<file path="src/inc/wdt_pkg.sv">
// windowed watchdog: register map, mode field layout, reset values, timing
// assumes a 32-bit register port with byte addresses and one core clock
`default_nettype none
package wdt_pkg;
    localparam int CNT_W = 12;
    localparam int ADDR_W = 8;

    // register byte offsets
    localparam logic [ADDR_W-1:0] OFF_RESTART = 8'h00;
    localparam logic [ADDR_W-1:0] OFF_MODE = 8'h04;
    localparam logic [ADDR_W-1:0] OFF_FLAGS = 8'h08;
    localparam logic [ADDR_W-1:0] OFF_IRQ_CLEAR = 8'h0C;
    localparam logic [ADDR_W-1:0] OFF_IRQ_ENABLE = 8'h10;

    // restart_command layout
    localparam int KEY_LSB = 24;
    localparam logic [7:0] RESTART_KEY = 8'hA5;
    localparam int RESTART_BIT = 0;

    // once_mode_setup layout, bits 31:30 read as zero
    typedef struct packed {
        logic [1:0] reserved;
        logic idle_halt_select;
        logic debug_halt_select;
        logic [CNT_W-1:0] restart_window_delta;
        logic timer_disable;
        logic processor_only_reset_select;
        logic fault_reset_enable;
        logic fault_interrupt_enable;
        logic [CNT_W-1:0] counter_load_value;
    } mode_t;

    localparam logic [31:0] MODE_RESET = 32'h3FFF_2FFF;
    localparam logic [CNT_W-1:0] CNT_MAX = 12'hFFF;

    // fault_flags layout: bit 0 underflow, bit 1 window error
    typedef struct packed {
        logic window_error_flag;
        logic underflow_flag;
    } flags_t;

    localparam int FLAG_W = 2;
    localparam logic [FLAG_W-1:0] FLAGS_RESET = 2'h0;
    localparam logic [FLAG_W-1:0] IRQ_EN_RESET = 2'h3;

    // slow clock prescaler
    localparam int SLOW_DIV = 128;
endpackage
`default_nettype wire

</file>
<file path="src/hw/windowed_watchdog_timer.sv">
// windowed watchdog timer: 12-bit down counter on slow clock / 128,
// write-once mode register, key-protected restart, fault request out
// assumes: SLCK_I is an asynchronous slow clock pin, DBG_I and IDLE_I come
// from logic on CLK_I, the reset controller answers FAULT_O by pulsing RST_I
//
// Notes on behaviour
// - 12-bit down counter loaded from load value
// - counter decrements on slow clock / 128
// - after reset load 0xFFF, running, reset enabled
// - mode register takes only first write
// - mode write reloads counter and restarts
// - good restart reloads counter, clears prescaler
// - restart write needs key 0xA5, else ignored
// - underflow sets flag, faults if enabled
// - restart above delta flags error, faults if enabled
// - delta at or above load allows any restart
// - mode register resets to 0x3FFF_2FFF
// - flags interrupt only with fault interrupt enable
// - status read or reset clears flags, fault
// - select bit picks processor or full reset
// - debug or idle halt bits stop counter
// - disable bit stops the counter, late restarts still flag
// - watchdog reset clears watchdog and its flags
// - bit 0 underflow, bit 1 error since read
`timescale 1ns/1ps
`default_nettype none
module windowed_watchdog_timer
    import wdt_pkg::*;
#(
    parameter int PRESC_DIV = SLOW_DIV
)
(
    input wire logic CLK_I,
    input wire logic RST_I,
    input wire logic [ADDR_W-1:0] ADDR_I,
    input wire logic [31:0] WDATA_I,
    input wire logic WR_I,
    input wire logic RD_I,
    output logic [31:0] RDATA_O,
    input wire logic SLCK_I,
    input wire logic DBG_I,
    input wire logic IDLE_I,
    output logic IRQ_O,
    output logic FAULT_O,
    output logic PROC_RESET_REQ_O,
    output logic FULL_RESET_REQ_O
);
    localparam int PRESC_W = $clog2(PRESC_DIV);
    localparam logic [PRESC_W-1:0] PRESC_LAST = PRESC_W'(PRESC_DIV - 1);
    localparam logic [PRESC_W-1:0] PRESC_ZERO = '0;

    generate
        if (PRESC_DIV < 2 || (PRESC_DIV & (PRESC_DIV - 1)) != 0)
        begin : g_bad_div
            $error("PRESC_DIV must be a power of two of at least 2");
        end
    endgenerate

    function automatic logic hit(input logic [ADDR_W-1:0] a, input logic [ADDR_W-1:0] off);
        hit = (a == off);
    endfunction

    mode_t mode_q;
    logic mode_locked_q;
    logic [CNT_W-1:0] cnt_q;
    logic [PRESC_W-1:0] presc_q;
    logic slck_meta_q;
    logic slck_sync_q;
    logic slck_prev_q;
    flags_t flags_q;
    logic [FLAG_W-1:0] irq_en_q;
    logic fault_q;
    logic [31:0] rdata_q;

    logic restart_wr;
    logic key_ok;
    logic restart_req;
    logic restart_ok;
    logic restart_err;
    logic mode_wr_ok;
    logic slow_edge;
    logic tick;
    logic halted;
    logic tick_run;
    logic underflow;
    logic flags_rd;
    logic irq_clr_wr;
    flags_t flags_set;
    flags_t flags_d;
    logic fault_d;

    // bus decode
    assign restart_wr = WR_I && hit(ADDR_I, OFF_RESTART);
    assign key_ok = (WDATA_I[KEY_LSB +: $bits(RESTART_KEY)] == RESTART_KEY);
    assign restart_req = restart_wr && key_ok && WDATA_I[RESTART_BIT];
    // counter never exceeds the load value, so delta >= load never errors
    assign restart_ok = restart_req && (cnt_q <= mode_q.restart_window_delta);
    assign restart_err = restart_req && (cnt_q > mode_q.restart_window_delta);
    assign mode_wr_ok = WR_I && hit(ADDR_I, OFF_MODE) && !mode_locked_q;
    assign flags_rd = RD_I && hit(ADDR_I, OFF_FLAGS);
    assign irq_clr_wr = WR_I && hit(ADDR_I, OFF_IRQ_CLEAR);

    // slow clock pin: two flops, then edge detect on the clean copy
    always_ff @(posedge CLK_I)
    begin
        if (RST_I)
        begin
            // held high: a pin already high at release must not look like an edge
            slck_meta_q <= 1'b1;
            slck_sync_q <= 1'b1;
            slck_prev_q <= 1'b1;
        end
        else
        begin
            slck_meta_q <= SLCK_I;
            slck_sync_q <= slck_meta_q;
            slck_prev_q <= slck_sync_q;
        end
    end

    assign slow_edge = slck_sync_q && !slck_prev_q;
    assign tick = slow_edge && (presc_q == PRESC_LAST);

    // prescaler keeps running through halts so a resume is not early
    always_ff @(posedge CLK_I)
    begin
        if (RST_I)
        begin
            presc_q <= PRESC_ZERO;
        end
        else if (mode_wr_ok || restart_ok)
        begin
            presc_q <= PRESC_ZERO;
        end
        else if (slow_edge)
        begin
            presc_q <= presc_q + 1'b1;
        end
    end

    // mode register, write-once until the next reset
    always_ff @(posedge CLK_I)
    begin
        if (RST_I)
        begin
            mode_q <= mode_t'(MODE_RESET);
            mode_locked_q <= 1'b0;
        end
        else if (mode_wr_ok)
        begin
            mode_q <= mode_t'({2'h0, WDATA_I[29:0]});
            mode_locked_q <= 1'b1;
        end
    end

    assign halted = mode_q.timer_disable
        || (DBG_I && mode_q.debug_halt_select)
        || (IDLE_I && mode_q.idle_halt_select);
    assign tick_run = tick && !halted;
    assign underflow = tick_run && (cnt_q == '0);

    // down counter
    always_ff @(posedge CLK_I)
    begin
        if (RST_I)
        begin
            cnt_q <= CNT_MAX;
        end
        else if (mode_wr_ok)
        begin
            cnt_q <= WDATA_I[CNT_W-1:0];
        end
        else if (restart_ok)
        begin
            cnt_q <= mode_q.counter_load_value;
        end
        else if (tick_run)
        begin
            if (cnt_q == '0)
            begin
                cnt_q <= mode_q.counter_load_value;
            end
            else
            begin
                cnt_q <= cnt_q - 1'b1;
            end
        end
    end

    // sticky flags: a new event wins over a read or a clear in the same cycle
    always_comb
    begin
        flags_set.underflow_flag = underflow;
        flags_set.window_error_flag = restart_err;
        flags_d = flags_q;
        if (flags_rd)
        begin
            flags_d = flags_t'(FLAGS_RESET);
        end
        if (irq_clr_wr)
        begin
            flags_d = flags_t'(flags_d & ~WDATA_I[FLAG_W-1:0]);
        end
        flags_d = flags_t'(flags_d | flags_set);
    end

    always_ff @(posedge CLK_I)
    begin
        if (RST_I)
        begin
            flags_q <= flags_t'(FLAGS_RESET);
        end
        else
        begin
            flags_q <= flags_d;
        end
    end

    // fault request held until the status read or the reset it causes
    always_comb
    begin
        fault_d = fault_q && !flags_rd;
        if ((underflow || restart_err) && mode_q.fault_reset_enable)
        begin
            fault_d = 1'b1;
        end
    end

    always_ff @(posedge CLK_I)
    begin
        if (RST_I)
        begin
            fault_q <= 1'b0;
        end
        else
        begin
            fault_q <= fault_d;
        end
    end

    always_ff @(posedge CLK_I)
    begin
        if (RST_I)
        begin
            irq_en_q <= IRQ_EN_RESET;
        end
        else if (WR_I && hit(ADDR_I, OFF_IRQ_ENABLE))
        begin
            irq_en_q <= WDATA_I[FLAG_W-1:0];
        end
    end

    // read data, one cycle after the strobe; unmapped reads give zero
    always_ff @(posedge CLK_I)
    begin
        if (RST_I)
        begin
            rdata_q <= '0;
        end
        else if (RD_I)
        begin
            if (hit(ADDR_I, OFF_MODE))
            begin
                rdata_q <= 32'(mode_q);
            end
            else if (flags_rd)
            begin
                rdata_q <= {30'h0, flags_q};
            end
            else if (hit(ADDR_I, OFF_IRQ_ENABLE))
            begin
                rdata_q <= {30'h0, irq_en_q};
            end
            else
            begin
                rdata_q <= '0;
            end
        end
        else
        begin
            rdata_q <= '0;
        end
    end

    assign RDATA_O = rdata_q;
    assign IRQ_O = mode_q.fault_interrupt_enable && |(flags_q & irq_en_q);
    assign FAULT_O = fault_q;
    assign PROC_RESET_REQ_O = fault_q && mode_q.processor_only_reset_select;
    assign FULL_RESET_REQ_O = fault_q && !mode_q.processor_only_reset_select;
endmodule
`default_nettype wire

</file>
<file path="config.mk">
export PLATFORM = sky130hd
export DESIGN_NAME = windowed_watchdog_timer
export DESIGN_NICKNAME = d
export VERILOG_FILES = /design/src/inc/wdt_pkg.sv /design/src/hw/windowed_watchdog_timer.sv
export SDC_FILE = /design/constraint.sdc
export NUM_CORES = 1
export LEC_CHECK = 0
export BUFFER_PORTS_ARGS = -buffer_cell sky130_fd_sc_hd__buf_4
export CAP_MARGIN = 25
export CORE_UTILIZATION = 52
export CTS_CLUSTER_SIZE = 30
export DETAILED_ROUTE_END_ITERATION = 12
export PLACE_DENSITY = 0.77
export SLEW_MARGIN = 10
export SYNTH_ARGS = -nofsm -noshare
export SYNTH_HDL_FRONTEND = slang
export SYNTH_SLANG_ARGS = --single-unit
</file>
<file path="constraint.sdc">
create_clock -name CLK_I -period 2.3 [get_ports CLK_I]
set_input_delay 0.46 -clock CLK_I [delete_from_list [all_inputs] [get_ports CLK_I]]
set_output_delay 0.46 -clock CLK_I [all_outputs]
set_load 0.01 [all_outputs]
</file>
==> impl_metrics.yaml <==
synthesis:
  yosysSeqAreaShare_pct: 45.2
  syn_area_um2: 3900
  yosys.area.top_type: "dfxtp_1"
  synthCells: 426
  yosysWarningCount: 0
  synth_flop_cell: "dfxtp_1"
  synth-edff-count: 0
  synth_top_cell_area_share_pct: 45.2
  synth_area_per_cell_um2: 9.15
  synth-async-reset-ratio_pct: 0
  ys_ff_latch: 88
  synth.top_cells.by_area: "dfxtp_1 (45%), nand2_1 (7.1%), and2_1 (5.3%)"
  yosysUniqueCellTypes: 55
cts:
  hold_buffers: 0
  numClockSinks: 88
  clk_latency_ns: 0.35
  path_clk_slew_ns: 0.09
  clk_root_buffer_cell: "clkbuf_8"
  cts_buffer_depth: 2
  cts_max_level: 3
  ctsResizeCount: 0
  cts_buffers: 9
  tritoncts: "built"
  cts_setup_buffers: 0
timing:
  hold_ws_ns: 0.282
  fin_crit_ns: 2.18
  skew_ns: 0.00983
  setup_slack_ns: 0.116
  finalCritPeriodShare_pct: 95.0
  drv_slew: 0
  rsz0062_at_grt: "no"
  setup_violations: 0
  setup_tns_ns: 0
  fmax_ghz: 0.458
  hold_violations: 0
pwr:
  max-vdd-ir-drop_v: 0.000355
  power_density_nw_per_um2: 546
  cellLeakagePower_nw: 2.25
setup_path:
  cp.arrival_ns: 2.43
  rr_startpoint: "mode_q[27]"
  end_kind: "flip-flop"
  r2r_end: "cnt_q[7]"
  ff2ff_setup_slack_ns: 0.12
  crit_required_ns: 2.55
  crit_start: "mode_q[27]"
  worstSetupPathType: "reg2reg"
  ff2ff_path_depth: 10
  worstSetupStartpointType: "flip-flop"
  crit_fanout: 5
die:
  rows: 31
  pin_count: 83
  coreArea_um2: 7250
  die_width_um: 88.6
  dieArea_um2: 7850
  die_h_um: 88.6
  initial_core_util_pct: 53.7
detailed_routing:
  wirelength_um: 9360
  dr.pass1.iters: 4
  route.vias.total: 3436
  dr.first_iter.drc_count: 229
  antenna_left: 0
  via_per_inst: 5.45
  routedWlPerCell_um: 14.9
  drt_drc_violations_left: 0
layout:
  fin_nets: 588
  n_antenna_cell: 0
  drive_gt1_share_pct: 27.3
  fin_area_um2: 5000
  syn2layout_area_growth_pct: 28.4
global_route:
  grt_max_degree: 27
  antenna_found_initial: 0
  grt_pass1_wl_um: 14500
  grt_pass1_vias: 3136
  grt_use_total_pct: 24.4
  overflow: 0
place:
  place_area_um2: 4730
  gp_congestion: 0.890
  place.port_buffers: 80
  hpwl_um: 6790
  pre_cts_ws_ns: -0.139
job:
  drv_cap: 0
hold_path:
  hp-start: "SLCK_I"
  min_path_cells: 2
  min_to: "slck_meta_q"
  hold_path.class: "in2reg"
run_status:
  status: "finished, final reports clean"
## worst max-delay path, cell delays in order (launching register included)
cell	delay [ns]
dfxtp_1	0.33
inv_1	0.07
ha_1	0.31
nand4_1	0.16
a211o_1	0.33
a31oi_2	0.14
buf_4	0.19
o21ai_4	0.10
clkbuf_16	0.18
mux2i_1	0.12
o22a_1	0.17
## worst max-delay path by stage
| stage | end | slack, ns | depth (start not counted) |
|---|---|---|---|
| after CTS | cnt_q[9] | 0.02 | 9 |
| final | cnt_q[7] | 0.12 | 10 |
| after global placement | cnt_q[9] | -0.10 | 7 |
| after detailed placement | cnt_q[9] | -0.14 | 7 |
| after floorplan | mode_q[17] | 0.16 | 7 |
| after global routing | cnt_q[10] | 0.01 | 11 |
## logic make-up (layout without fill, tap and decap cells)
| group | count (synthesis) | after routing | share of synthesized area, % |
|---|---|---|---|
| xor+xnor | 14 | 14 | 3.15 |
| simple gates | 201 | 201 | 27.6 |
| flops | 88 | 88 | 45.2 |
| compound gates | 58 | 58 | 10.9 |
| other cells | 1 | 2 | 0.0962 |
| fa+ha+maj | 15 | 15 | 4.82 |
| mux | 13 | 13 | 3.37 |
| buf+inv | 36 | 140 | 4.82 |
## per-stage QoR
step	power (W)	std cells	util (%)
finish	0.00273	630	69.0
global route	0.00283	630	69.0
CTS	0.00274	629	68.0
detailed placement	0.00170	613	65.3
global placement	0.00170	613	65.3
floorplan	0.00161	427	-
## synthesized netlist by cell type, drive strengths merged (5+ instances only)
cell	n
mux2i	12
nor2	14
xor2	9
buf	13
inv	13
clkbuf	9
o22a	7
dfxtp	88
nor2b	5
o211ai	13
xnor2	5
a21oi	18
nand4	10
and2	33
ha	15
nand3	27
nand2	75
nor4	11
a31oi	5
## where the power goes
group,internal [W],switching (W)
Clock,0.000530,0.000535
Combinational,0.0000715,0.0000640
Sequential,0.00153,0.00000200
Total,0.00213,0.000601
## final cells by class
type,instances,area (µm²)
fillers,574,2250
clock buffers,11,141
multi-input cells,303,2000
inverters,14,52.6
repair buffers,110,868
well taps,99,124
clock inverters,5,56.3
flip-flops and latches,88,1760
## cell usage in the layout, fill, tap and decap left out, types with 2 or more instances in the layout
cell,count
conb_1,2
a31oi_1,4
mux2i_1,12
dfxtp_1,87
xor2_1,9
buf_4,107
nand2_1,74
xnor2_1,5
o31ai_1,2
a21oi_1,16
o32a_1,2
o22a_1,7
nand4b_1,2
ha_4,2
clkbuf_8,10
clkinv_2,2
o211ai_1,12
nand4_1,9
ha_1,13
nor4_1,10
and3b_1,2
nor3_1,2
or2_2,3
buf_12,2
a22o_1,2
nand3_1,27
nor2_1,14
and4_1,2
inv_1,12
nor2b_1,5
and2_1,33
a22oi_1,4
a21oi_2,2
and4b_1,4
## flip-flops by register name, summed over array words and instances, names as in the netlist
name           flops
FAULT_O            1
RDATA_O           30
cnt_q             12
flags_q            2
irq_en_q           2
mode_locked_q      1
mode_q            30
presc_q            7
slck_meta_q        1
slck_prev_q        1
slck_sync_q        1
## metal layers
metal | wire length [µm] | share of wire [%] | track usage [%] | up-vias
li1 | - | - | - | 1694
met1 | 4220 | 45 | 31.7 | 1606
met2 | 4450 | 48 | 40.1 | 124
met3 | 593 | 6.3 | 5.32 | 12
met4 | 97 | 1.0 | 8.36 | 0
met5 | 0 | 0 | 0 | -
No activity file was read; power rests on OpenSTA's default activity.
